### config.mk
export PLATFORM = sky130hd
export DESIGN_NAME = isf_status_flags
export DESIGN_NICKNAME = d
export VERILOG_FILES = /design/src/isf_pkg.sv /design/src/isf_status_flags.sv /design/src/isf_sync.sv
export SDC_FILE = /design/constraint.sdc
export NUM_CORES = 1
export LEC_CHECK = 0
export BUFFER_PORTS_ARGS = -buffer_cell sky130_fd_sc_hd__clkbuf_2
export CAP_MARGIN = 0
export CORE_MARGIN = 10
export CORE_UTILIZATION = 30
export DETAILED_ROUTE_END_ITERATION = 12
export PLACE_DENSITY = 0.46
export SLEW_MARGIN = 20
export SYNTH_ARGS = -nofsm -noshare
export SYNTH_HDL_FRONTEND = slang
export SYNTH_SLANG_ARGS = --single-unit
### constraint.sdc
create_clock -name clk_i -period 1.5 [get_ports clk_i]
set_input_delay 0.3 -clock clk_i [delete_from_list [all_inputs] [get_ports clk_i]]
set_output_delay 0.3 -clock clk_i [all_outputs]
set_load 0.02 [all_outputs]
### src/isf_pkg.sv
// Purpose: Constants for the serial bus status flag block
// Assumes: 8-bit register port, one byte per register offset
// Notes: Status bits follow the flag layout of the status register
// How it works
// - Observed acknowledge sets the acknowledge flag
// - Disable or not-acknowledge clears acknowledge flag
// - Acknowledge flag survives new start and reads
// - Write with empty buffer stalls at acknowledge
// - Acknowledge flag frozen until stall releases
// - Start request with header sets ten-bit flag
// - First address byte sent clears ten-bit flag
// - Start request copies shift LSB to direction
// - Address flag high while address bits shift
// - Data flag high while data bits shift
// - Not-acknowledge without start/stop sets not-acknowledge flag
// - Start or stop request, stop condition or disable clears it
// - Stop request drives stop, clears stop, flag
// - Controller disable stops bus, clears flags
package isf_pkg;
    // Register offsets
    localparam logic [7:0] OFF_CTRL = 8'h00;
    localparam logic [7:0] OFF_DATA = 8'h01;
    localparam logic [7:0] OFF_STATUS = 8'h02;
    localparam logic [7:0] OFF_ISTAT = 8'h03;
    localparam logic [7:0] OFF_IMASK = 8'h04;
    // Control register fields
    localparam int CTRL_EN = 7;
    localparam int CTRL_START = 6;
    localparam int CTRL_STOP = 5;
    // Status register fields
    localparam int ST_TRANSMIT_BUFFER_EMPTY = 7;
    localparam int ST_RDRF = 6;
    localparam int ST_ACK = 5;
    localparam int ST_TEN = 4;
    localparam int ST_RD = 3;
    localparam int ST_TAS = 2;
    localparam int ST_DSS = 1;
    localparam int ST_NACK = 0;
    // Interrupt status fields
    localparam int IRQ_W = 3;
    localparam int IRQ_NACK = 0;
    localparam int IRQ_STOP = 1;
    localparam int IRQ_BYTE = 2;
    // Reset values
    localparam logic TRANSMIT_BUFFER_EMPTY_RST = 1'b1;
    localparam logic [7:0] DATA_RST = 8'h00;
    localparam logic [IRQ_W-1:0] IMASK_RST = 3'h0;
    // Ten-bit address header in the upper five bits
    localparam logic [4:0] TEN_HDR = 5'h1e;
    // Bit counts within one byte frame
    localparam logic [3:0] DATA_BITS = 4'h8;
    localparam logic [3:0] FRAME_BITS = 4'h9;
    // Bus phase, Gray coded along idle, address, data
    typedef enum logic [1:0] {
        PH_IDLE = 2'b00,
        PH_ADDR = 2'b01,
        PH_DATA = 2'b11
    } isf_phase_t;
endpackage

### src/isf_status_flags.sv
// Purpose: Status flags, stall and stop drive of the serial bus master
// Assumes: Clock line toggled by the baud logic, seen here as a pin
// Notes: Register port is byte wide; read data stand one cycle later
`timescale 1ns/1ps
module isf_status_flags
    import isf_pkg::*;
(
    input wire logic clk_i,          // System clock, 20 MHz
    input wire logic arst_n_i,       // Async reset, active low
    input wire logic [7:0] addr_i,   // Register address
    input wire logic [7:0] wdata_i,  // Register write data
    input wire logic wr_i,           // Write strobe
    input wire logic rd_i,           // Read strobe
    input wire logic scl_i,          // Clock line level
    input wire logic sda_i,          // Data line level
    output logic [7:0] rdata_o,      // Read data, cycle after strobe
    output logic irq_o,              // Level interrupt
    output logic scl_o,              // Clock line drive value
    output logic scl_oe_o,           // Clock line pulled low
    output logic sda_o,              // Data line drive value
    output logic sda_oe_o            // Data line pulled low
);
    // Synchronised pins and delayed copies
    logic [1:0] pin_q;
    logic scl_s;
    logic sda_s;
    logic scl_d_reg;
    logic sda_d_reg;
    // Bus events
    logic scl_rise;
    logic scl_fall;
    logic start_cond;
    logic stop_cond;
    logic in_frame;
    logic ack_sample;
    logic ack_start;
    logic byte_done;
    logic nack_evt;
    logic stall_hit;
    // Register decode
    logic wr_ctrl;
    logic wr_data;
    logic wr_istat;
    logic wr_imask;
    logic rd_istat;
    logic start_set;
    logic stop_set;
    logic [7:0] status_w;
    logic [7:0] rsel_w;
    logic tas_w;
    logic dss_w;
    // State
    isf_phase_t phase_reg, phase_next;
    logic [3:0] cnt_reg, cnt_next;
    logic en_reg;
    logic start_req_reg, start_req_next;
    logic stop_req_reg, stop_req_next;
    logic [7:0] data_reg;
    logic transmit_buffer_empty_reg, transmit_buffer_empty_next;
    logic ack_reg, ack_next;
    logic nack_reg, nack_next;
    logic ten_reg, ten_next;
    logic dir_reg, dir_next;
    logic stall_reg, stall_next;
    logic stop_drv_reg, stop_drv_next;
    logic [IRQ_W-1:0] istat_reg, istat_next;
    logic [IRQ_W-1:0] imask_reg;
    logic [IRQ_W-1:0] irq_evt;
    logic irq_reg;
    logic [7:0] rdata_reg;
    logic pin_lo_reg;

    // Pin synchroniser
    isf_sync #(.W(2)) u_sync (
        .clk_i(clk_i),
        .arst_n_i(arst_n_i),
        .d_i({scl_i, sda_i}),
        .q_o(pin_q)
    );
    assign scl_s = pin_q[1];
    assign sda_s = pin_q[0];

    // Edge and condition detection on synchronised lines
    assign scl_rise = scl_s & ~scl_d_reg;
    assign scl_fall = ~scl_s & scl_d_reg;
    assign start_cond = scl_s & scl_d_reg & sda_d_reg & ~sda_s;
    assign stop_cond = scl_s & scl_d_reg & ~sda_d_reg & sda_s;
    assign in_frame = en_reg & (phase_reg != PH_IDLE);
    // Ninth rising edge samples the acknowledge, never while stalled
    assign ack_sample = in_frame & scl_rise & ~stall_reg
        & (cnt_reg == DATA_BITS);
    assign ack_start = in_frame & scl_fall & (cnt_reg == DATA_BITS);
    assign byte_done = in_frame & scl_fall & (cnt_reg == FRAME_BITS);
    assign nack_evt = ack_sample & sda_s;
    // Write with nothing queued and no start or stop pending
    assign stall_hit = ack_start & ~dir_reg & transmit_buffer_empty_reg
        & ~start_req_reg & ~stop_req_reg;

    // Register decode
    assign wr_ctrl = wr_i & (addr_i == OFF_CTRL);
    assign wr_data = wr_i & (addr_i == OFF_DATA);
    assign wr_istat = wr_i & (addr_i == OFF_ISTAT);
    assign wr_imask = wr_i & (addr_i == OFF_IMASK);
    assign rd_istat = rd_i & (addr_i == OFF_ISTAT);
    // Start and stop can only be set by software; cleared once sent on the bus or on disable
    assign start_set = wr_ctrl & wdata_i[CTRL_START];
    assign stop_set = wr_ctrl & wdata_i[CTRL_STOP];

    // Phase flags decoded from bus phase and bit count
    assign tas_w = (phase_reg == PH_ADDR) & (cnt_reg < DATA_BITS);
    assign dss_w = (phase_reg == PH_DATA) & (cnt_reg < DATA_BITS);
    assign status_w = {transmit_buffer_empty_reg, 1'b0, ack_reg, ten_reg, dir_reg,
        tas_w, dss_w, nack_reg};
    // Read mux, unmapped and write-only offsets read zero
    assign rsel_w =
        (addr_i == OFF_CTRL) ? {en_reg, start_req_reg, stop_req_reg,
            5'h00} :
        (addr_i == OFF_STATUS) ? status_w :
        (addr_i == OFF_ISTAT) ? {5'h00, istat_reg} :
        (addr_i == OFF_IMASK) ? {5'h00, imask_reg} : 8'h00;

    // Bus phase tracking; disable drops to idle
    always_comb
    begin
        phase_next = phase_reg;
        if (!en_reg)
            phase_next = PH_IDLE;
        else if (start_cond)
            phase_next = PH_ADDR;
        else if (stop_cond)
            phase_next = PH_IDLE;
        else if (byte_done && phase_reg == PH_ADDR)
            // Ten-bit header is followed by a second address byte
            phase_next = ten_reg ? PH_ADDR : PH_DATA;
    end

    // Bit counter within a frame
    always_comb
    begin
        cnt_next = cnt_reg;
        if (!en_reg || start_cond || byte_done)
            cnt_next = 4'h0;
        else if (in_frame && scl_rise)
            cnt_next = cnt_reg + 4'h1;
    end

    // Acknowledge flag: set on ack, cleared on nack or disable
    always_comb
    begin
        ack_next = ack_reg;
        if (!en_reg)
            ack_next = 1'b0;
        else if (ack_sample)
            ack_next = ~sda_s;
    end

    // Not-acknowledge flag; hardware set wins over all clears but disable
    always_comb
    begin
        nack_next = nack_reg;
        if (!en_reg)
            nack_next = 1'b0;
        else if (nack_evt && !start_req_reg && !stop_req_reg)
            nack_next = 1'b1;
        else if (start_set || stop_set)
            nack_next = 1'b0;
        else if (stop_cond)
            nack_next = 1'b0;
    end

    // Start and stop requests, cleared once sent or on disable
    always_comb
    begin
        start_req_next = start_req_reg;
        stop_req_next = stop_req_reg;
        if (!en_reg)
        begin
            start_req_next = 1'b0;
            stop_req_next = 1'b0;
        end
        else
        begin
            if (start_set)
                start_req_next = 1'b1;
            else if (start_cond)
                start_req_next = 1'b0;
            if (stop_set)
                stop_req_next = 1'b1;
            else if (stop_cond)
                stop_req_next = 1'b0;
        end
    end

    // Ten-bit and direction flags, captured when start is set
    always_comb
    begin
        ten_next = ten_reg;
        dir_next = dir_reg;
        if (!en_reg)
        begin
            ten_next = 1'b0;
            dir_next = 1'b0;
        end
        else if (start_set)
        begin
            ten_next = (data_reg[7:3] == TEN_HDR);
            dir_next = data_reg[0];
        end
        else if (byte_done && phase_reg == PH_ADDR)
            ten_next = 1'b0;
    end

    // Transmit buffer empty; reload by the shifter sets it again
    always_comb
    begin
        transmit_buffer_empty_next = transmit_buffer_empty_reg;
        if (!en_reg)
            transmit_buffer_empty_next = TRANSMIT_BUFFER_EMPTY_RST;
        else if (start_cond || byte_done)
            transmit_buffer_empty_next = 1'b1;
        else if (wr_data)
            transmit_buffer_empty_next = 1'b0;
    end

    // Clock stretch and stop drive
    always_comb
    begin
        stall_next = stall_reg;
        stop_drv_next = stop_drv_reg;
        if (!en_reg)
        begin
            stall_next = 1'b0;
            stop_drv_next = 1'b0;
        end
        else
        begin
            if (stall_hit)
                stall_next = 1'b1;
            else if (stall_reg && !transmit_buffer_empty_reg)
                stall_next = 1'b0;
            // Hold data low over clock low, release with clock high
            if (byte_done && stop_req_reg)
                stop_drv_next = 1'b1;
            else if (stop_drv_reg && scl_s)
                stop_drv_next = 1'b0;
        end
    end

    // Interrupt status: read clears, a new event wins
    assign irq_evt = {byte_done, stop_cond & en_reg,
        nack_next & ~nack_reg};
    assign istat_next = (istat_reg & ~{IRQ_W{rd_istat}}) | irq_evt;

    // Pin history
    always_ff @(posedge clk_i or negedge arst_n_i)
    begin
        if (!arst_n_i)
        begin
            scl_d_reg <= 1'b1;
            sda_d_reg <= 1'b1;
        end
        else
        begin
            scl_d_reg <= scl_s;
            sda_d_reg <= sda_s;
        end
    end

    // Software written registers; status offset has no write path
    always_ff @(posedge clk_i or negedge arst_n_i)
    begin
        if (!arst_n_i)
        begin
            en_reg <= 1'b0;
            data_reg <= DATA_RST;
            imask_reg <= IMASK_RST;
        end
        else
        begin
            if (wr_ctrl)
                en_reg <= wdata_i[CTRL_EN];
            if (wr_data)
                data_reg <= wdata_i;
            if (wr_imask)
                imask_reg <= wdata_i[IRQ_W-1:0];
        end
    end

    // Flag and phase state
    always_ff @(posedge clk_i or negedge arst_n_i)
    begin
        if (!arst_n_i)
        begin
            phase_reg <= PH_IDLE;
            cnt_reg <= 4'h0;
            start_req_reg <= 1'b0;
            stop_req_reg <= 1'b0;
            transmit_buffer_empty_reg <= TRANSMIT_BUFFER_EMPTY_RST;
            ack_reg <= 1'b0;
            nack_reg <= 1'b0;
            ten_reg <= 1'b0;
            dir_reg <= 1'b0;
        end
        else
        begin
            phase_reg <= phase_next;
            cnt_reg <= cnt_next;
            start_req_reg <= start_req_next;
            stop_req_reg <= stop_req_next;
            transmit_buffer_empty_reg <= transmit_buffer_empty_next;
            ack_reg <= ack_next;
            nack_reg <= nack_next;
            ten_reg <= ten_next;
            dir_reg <= dir_next;
        end
    end

    // Output drivers and interrupt
    always_ff @(posedge clk_i or negedge arst_n_i)
    begin
        if (!arst_n_i)
        begin
            stall_reg <= 1'b0;
            stop_drv_reg <= 1'b0;
            istat_reg <= '0;
            irq_reg <= 1'b0;
            rdata_reg <= 8'h00;
            pin_lo_reg <= 1'b0;
        end
        else
        begin
            stall_reg <= stall_next;
            stop_drv_reg <= stop_drv_next;
            istat_reg <= istat_next;
            irq_reg <= |(istat_next & imask_reg);
            rdata_reg <= rd_i ? rsel_w : 8'h00;
            pin_lo_reg <= 1'b0;
        end
    end

    assign rdata_o = rdata_reg;
    assign irq_o = irq_reg;
    assign scl_o = pin_lo_reg;
    assign sda_o = pin_lo_reg;
    assign scl_oe_o = stall_reg;
    assign sda_oe_o = stop_drv_reg;
endmodule

### src/isf_sync.sv
// Purpose: Two-stage synchroniser for bus pin inputs
// Assumes: Inputs are asynchronous to clk_i
// Notes: First stage feeds only the second stage
`timescale 1ns/1ps
module isf_sync #(
    parameter int W = 2
) (
    input wire logic clk_i,          // System clock
    input wire logic arst_n_i,       // Async reset, active low
    input wire logic [W-1:0] d_i,    // Raw pin levels
    output logic [W-1:0] q_o         // Synchronised levels
);
    logic [W-1:0] meta_reg; // First stage
    logic [W-1:0] sync_reg; // Second stage

    genvar g;
    generate
        for (g = 0; g < W; g++)
        begin : g_bit
            // One two-flop chain per pin
            always_ff @(posedge clk_i or negedge arst_n_i)
            begin
                if (!arst_n_i)
                begin
                    meta_reg[g] <= 1'b1;
                    sync_reg[g] <= 1'b1;
                end
                else
                begin
                    meta_reg[g] <= d_i[g];
                    sync_reg[g] <= meta_reg[g];
                end
            end
        end
    endgenerate

    assign q_o = sync_reg;
endmodule

==> results of run 1 <==
## cells by family (layout without fill, tap and decap cells)
group,Yosys count,in the layout,synth area share
other cells,1,2,0.00191
fa+ha+maj,3,3,0.0191
flops,43,43,0.552
compound gates,29,29,0.104
simple gates,67,67,0.211
buf+inv,15,102,0.0324
mux,12,12,0.0674
xor+xnor,3,3,0.0134
## timing repair
item                                    in CTS  in global routing
endpoints found under the hold margin       36                  0
pin swaps                                   10                 12
buffers inserted                             4                  3
gates resized for setup                     18                 18
hold buffers                                 1                  0
endpoints found under the setup margin      17                 19
## layer usage
| layer | track usage | wire length [µm] |
|---|---|---|
| met1 | 0.143 | 2600 |
| met2 | 0.154 | 2310 |
| met3 | 0.0316 | 218 |
| met4 | 0.0225 | 44 |
| met5 | 0 | 0 |
## worst max-delay path: stages
cell,delay (ns)
sky130_fd_sc_hd__buf_6,0.09
sky130_fd_sc_hd__or4_4,0.58
sky130_fd_sc_hd__or4_4,0.48
sky130_fd_sc_hd__nor4b_4,0.23
sky130_fd_sc_hd__a21o_1,0.10
## per-stage QoR
step / instances / hold WS (ns) / cell area (µm²) / utilization
2_1_floorplan: 174 / 0.00441 / 1980 / -
3_3_place_gp: 322 / 0.303 / 2550 / 0.402
3_5_place_dp: 322 / 0.304 / 2550 / 0.402
4_1_cts: 335 / 0.0717 / 2810 / 0.443
5_1_grt: 338 / 0.0658 / 2900 / 0.457
6_report: 338 / 0.0812 / 2900 / 0.457
## area by class of cell
cell class                      count  area, µm²
Multi-Input combinational cell    116        967
Fill cell                         582       3450
Clock inverter                      2       60.1
Clock buffer                        6       72.6
Inverter                           11       43.8
Sequential cell                    43       1090
Tap cell                           77       96.3
Timing Repair Buffer               83        576
## power groups by stage
stage	clock network, mW	logic, mW	registers [mW]
6_report	1.07	0.219	1.21
5_1_grt	1.16	0.242	1.22
4_1_cts	1.10	0.206	1.21
2_1_floorplan	0	0.0687	1.23
3_5_place_dp	0	0.195	1.23
3_3_place_gp	0	0.194	1.23
## cells in the mapped netlist, types with 3 or more instances
cell	count	area [µm²]
sky130_fd_sc_hd__dfstp_2	7	184
sky130_fd_sc_hd__nor2b_1	11	68.8
sky130_fd_sc_hd__inv_1	11	41.3
sky130_fd_sc_hd__a21o_1	3	22.5
sky130_fd_sc_hd__nand3_1	8	40.0
sky130_fd_sc_hd__nor4bb_1	3	30.0
sky130_fd_sc_hd__nand4_1	3	18.8
sky130_fd_sc_hd__nor3_1	5	25.0
sky130_fd_sc_hd__nor2_1	10	37.5
sky130_fd_sc_hd__nand2_1	6	22.5
sky130_fd_sc_hd__a21oi_1	6	30.0
sky130_fd_sc_hd__a22oi_1	4	30.0
sky130_fd_sc_hd__a2bb2oi_1	4	35.0
sky130_fd_sc_hd__nor4b_1	3	26.3
sky130_fd_sc_hd__dfrtp_1	36	901
sky130_fd_sc_hd__mux2_2	10	113
sky130_fd_sc_hd__ha_1	3	37.5
sky130_fd_sc_hd__a31oi_1	3	18.8
sky130_fd_sc_hd__and3_1	5	31.3
## final timing paths
path	startpoint	end	cells after the start
worst max-delay path	addr_i[5]	ten_reg	5
worst max register to register	u_sync.q_o[1]	irq_o	5
min in group asynchronous	arst_n_i	cnt_reg[1]	3
worst min-delay path	sda_i	u_sync.meta_reg[0]	1
max in group asynchronous	arst_n_i	transmit_buffer_empty_reg	3
worst min register to register	u_sync.meta_reg[1]	u_sync.q_o[1]	0
==> implementation parameters, run 1 <==
Parameter                              Value

CTS
  Clock transition time at the flip-flop clock pins of the worst setup and hold paths    0.08 ns
  Worst-skew pair later-pin latency    0.30 ns
  Root buf cell    sky130_fd_sc_hd__clkbuf_8
  TritonCTS clock tree    done
  H-Tree Level Count    2
  Num CTS Buffers    5
  Worst-case clock buffer depth    2
  CTS sink count    43

Run status
  Outcome    finished with violations
  Violated checks    setup timing

Pwr
  Part of the total power dissipated in the clock network    0.426
  Worst vdd ir    between 0.5 and 0.6 mV
  Switching share of power    0.211
  Total power per unit cell area    861 mW/mm²
  Overall power of the completed layout    ~2.5 mW
  Combinational power share    0.088
  P_int    1.97 mW
  Leakage power of the design    between 1 and 1.5 nW
  Net Switching    527 µW
  Fraction of power consumed by sequential logic    0.486

Floorplan
  Die outline height    101 µm
  Area of the core    0.00635 mm²
  Die ar.    between 0.01 and 0.015 mm²
  Die boundary width    101 µm
  Placement row count    29
  I/O pins    35
  Initial core utilization    0.310

Critical path
  Worst Setup End Kind    flip-flop
  Critical Path Source Type    input pin
  Worst reg2reg setup slack    0 ns
  CP max FO    5
  Arr. time, crit path    1.79 ns
  Worst path required time    roughly 1.7 ns
  Type of the worst setup path    in -> reg

Logic synthesis
  Post-synthesis cell type count    44
  Most instantiated flip-flop cell in the synthesis netlist    sky130_fd_sc_hd__dfrtp_1
  Post-synth ARST share    1.00
  Flop and latch count out of synthesis    43
  Average cell area after synthesis    11.4 µm²
  Post-Synthesis Cells    173
  Cell Area, Synth    between 0.0015 and 0.002 mm²
  Count of flip-flops with a built-in enable after synthesis    0
  Synth warn    0
  Sequential element share of the synthesized area    0.552

Route
  DRC violations left    0
  Post-DRT Antenna Nets    0
  First drt pass iteration count    4
  Initial DRC count    72
  Vias    1594
  Routed wire length per instance    15.3 µm
  Ratio of routed vias to standard cells    between 4 and 5
  DRT Wirelength    approximately 5200 µm

STA
  Achievable clock frequency    648 MHz
  Number of failing hold endpoints at the final stage    0
  Setup repair after global routing missed its margin    true
  Final-layout setup total negative slack    -0.0421 ns
  Final WS setup    -0.0421 ns
  Final clock period utilization by the worst path    1.03
  Slew Viols, Final    0
  Minimum clock period after layout    1.54 ns
  Worst clock skew on the final layout    0.00555 ns
  Final setup viols    1

GRT
  Vias in the first global route    1685
  Maximum number of pins on one net before global-route repair    44
  Initial antenna violation count    0
  Overall overflow remaining after global route    0
  All-Layer GR Usage    0.103
  Global-route wire length before repair    8480 µm

Cells and area
  # diodes    0
  Layout area overhead    47.5%
  Final #Nets    285
  Most frequent cells in the layout    sky130_fd_sc_hd__buf_4, sky130_fd_sc_hd__dfrtp_1, sky130_fd_sc_hd__clkbuf_2
  Fraction of layout cells with a size suffix above 1    0.506
  Commonest non-fill, non-tap cell in the layout    sky130_fd_sc_hd__buf_4
  Max FFs per register    8

Job
  Max Cap Violations    0

Placed design
  Worst slack, placed    -0.472 ns
  Detail Placement HPWL    3940 µm
  Placer Congestion    0.820
  Port Buffers    32

Hold path
  Hold crit path type    in -> reg
No activity file was read; power rests on OpenSTA's default activity.
==> run 2, diff against run 1 <==
- CELL_PAD_IN_SITES_DETAIL_PLACEMENT: unset -> 0
- CELL_PAD_IN_SITES_GLOBAL_PLACEMENT: unset -> 2
- PLACE_DENSITY: 0.46 -> 0.66
==> run 2 against run 1 <==
Against the previous run: the run still ends with setup timing left; clock skew rose by 0.0030 ns; design area fell by 2.6%; non-clock buffer count fell by 7; fmax fell by 1.4%; core utilization fell by 1.2 points; critical path depth rose by 1; count of clock-buffer cells in the layout did not move; largest cell class unchanged.
==> implementation parameters, run 2 (synthesized netlist as in run 1, its figures left out) <==
Parameter                              Value

CTS
  Worst-case clock buffer depth    2 (unchanged)
  H-Tree Level Count    2 (unchanged)
  Num CTS Buffers    5 (unchanged)
  Worst-skew pair later-pin latency    0.30 ns (about the same)
  Root buf cell    sky130_fd_sc_hd__clkbuf_8
  Clock transition time at the flip-flop clock pins of the worst setup and hold paths    0.09 ns (about the same)
  TritonCTS clock tree    done
  CTS sink count    43 (unchanged)

Critical path
  Arr. time, crit path    1.78 ns (about the same)
  Crit path max-delay cell type    sky130_fd_sc_hd__dfrtp_1
  First element of the critical path    cnt_reg[1]
  Worst reg2reg setup slack    -0.06 ns (-0.06 ns)
  Type of the worst setup path    reg -> reg
  Worst Setup End Kind    flip-flop
  Cell family contributing the most delay on the critical path    simple AND/OR/NAND/NOR gates
  Maximum cell stage delay along the critical path    0.40 ns (-0.18 ns)
  CP max FO    2 (-3)
  RR Startpoint    cnt_reg[1]
  Worst-path cell chain    inv_2, ha_4, nor4bb_4, nand4_1, a2bb2oi_2, o221ai_1
  Worst path required time    1.72 ns (-0.02 ns)
  Critical Path Source Type    flip-flop
  Number of buffer and inverter stages on the critical path    1 (unchanged)

STA
  Slew Viols, Final    0 (unchanged)
  Number of failing hold endpoints at the final stage    0 (unchanged)
  Setup repair after global routing missed its margin    true
  Worst clock skew on the final layout    0.00855 ns (+0.00299 ns)
  Final WS setup    -0.0639 ns (-0.0218 ns)
  Final clock period utilization by the worst path    1.04 (+0.0145)
  Achievable clock frequency    639 MHz (-1.4%)
  Minimum clock period after layout    1.56 ns (+0.0218 ns)
  Final setup viols    5 (+4)

Cells and area
  Layout area overhead    43.6%
  Max FFs per register    8 (unchanged)
  Fraction of layout cells with a size suffix above 1    0.480 (-0.0254)
  Commonest non-fill, non-tap cell in the layout    sky130_fd_sc_hd__buf_4
  Reg area    0.00109 mm² (unchanged)
  Count of filler cells inserted in the layout    612 (+5.2%)
  Most frequent cells in the layout    sky130_fd_sc_hd__buf_4, sky130_fd_sc_hd__dfrtp_1, sky130_fd_sc_hd__clkbuf_2
  Multi-input combinational cell area    953 µm² (-1.4%)
  Cell Count, Final, Fillers Out    331 (-2.1%)
  Final standard cell area without fillers    0.00283 mm² (-2.6%)
  Final #Nets    278 (-2.5%)
  # diodes    0 (unchanged)

Floorplan
  Placement row count    29 (unchanged)
  Initial core utilization    0.310 (unchanged)
  I/O pins    35 (unchanged)
  Die boundary width    101 µm (unchanged)
  Area of the core    0.00635 mm² (unchanged)
  Die outline height    101 µm (unchanged)
  Die ar.    0.0102 mm² (unchanged)

Run status
  Violated checks    setup timing
  Outcome    finished with violations

GRT
  Maximum number of pins on one net before global-route repair    44 (unchanged)
  All-Layer GR Usage    0.108 (+0.00525)
  Vias in the first global route    1765 (+4.7%)
  Global-route wire length before repair    8800 µm (+3.7%)
  Initial antenna violation count    0 (unchanged)
  Overall overflow remaining after global route    0 (unchanged)

Route
  First drt pass iteration count    4 (unchanged)
  Initial DRC count    54 (-25%)
  DRT Wirelength    5490 µm (+6.2%)
  Post-DRT Antenna Nets    0 (unchanged)
  Vias    1645 (+3.2%)
  DRC violations left    0 (unchanged)
  Ratio of routed vias to standard cells    4.97 (+5.4%)
  Routed wire length per instance    16.6 µm (+8.4%)

Placed design
  Dpl cells    318 (-1.2%)
  Placer Congestion    0.770 (-6.1%)
  Detail Placement HPWL    4110 µm (+4.5%)
  Port Buffers    32 (unchanged)
  Standard cell area after detailed placement    0.00253 mm² (-0.69%)

Pwr
  Total power per unit cell area    831 mW/mm² (-3.5%)
  Leakage power of the design    1.33 nW (-3.3%)
  Worst vdd ir    0.473 mV (-11%)
  Overall power of the completed layout    2.35 mW (-6.1%)

Hold path
  Worst Hold Launch    scl_i
  Hold crit path type    in -> reg

Job
  Max Cap Violations    0 (unchanged)
-- run 2: cell types whose count changed in the layout (fill, tap and decap cells not counted), sizes merged --
cell / delta
bufinv: -1
clkinvlp: +1
clkbuf: -1
buf: -6
-- run 2: what timing repair did --
action	CTS	global route
setup endpoints to repair	18	20
hold buffers	1	0
pin swaps	12	5
buffers inserted	3	1
resized for setup	17	14
endpoints found under the hold margin	36	0
-- run 2: power breakdown --
group          total, mW  switching (mW)  internal [mW]  leakage, nW
sequential          1.21          0.0213           1.19        0.568
clock              0.921           0.423          0.497       0.0514
combinational      0.212           0.104          0.108        0.709
-- run 2: path summary, 6_finish.rpt --
check,to,cells past startpoint
worst min register to register,u_sync.q_o[1],0
max in group asynchronous,transmit_buffer_empty_reg,3
worst max register to register,irq_o,6
worst max-delay path,irq_o,6
worst min-delay path,u_sync.meta_reg[1],1
min in group asynchronous,cnt_reg[3],3
-- run 2: cell type report --
| cell class | count | share of cell area |
|---|---|---|
| tap | 77 | 0.0341 |
| sequential | 43 | 0.384 |
| clock inverter | 2 | 0.0133 |
| inverter | 11 | 0.0146 |
| multi-input combinational | 116 | 0.337 |
| clock buffer | 6 | 0.0257 |
| timing repair buffer | 76 | 0.190 |
-- run 2: layer usage --
| metal | vias to the layer above | routed length (µm) | global-route usage | share of wire |
|---|---|---|---|---|
| li1 | 783 | - | - | - |
| met1 | 829 | 2480 | 0.138 | 0.45 |
| met2 | 28 | 2710 | 0.176 | 0.49 |
| met3 | 5 | 247 | 0.0295 | 0.045 |
| met4 | 0 | 62 | 0.0289 | 0.011 |
| met5 | - | 0 | 0 | 0 |
-- run 2: through the flow --
step / TNS (ns) / worst slack (ns) / hold WS [ns] / util
2_1_floorplan: -2.44 / -0.275 / 0.00441 / -
3_3_place_gp: -6.28 / -0.411 / 0.296 / 0.399
3_5_place_dp: -7.12 / -0.447 / 0.304 / 0.399
4_1_cts: -0.162 / -0.0649 / 0.0692 / 0.434
5_1_grt: -0.801 / -0.135 / 0.0618 / 0.445
6_report: -0.165 / -0.0639 / 0.0770 / 0.445
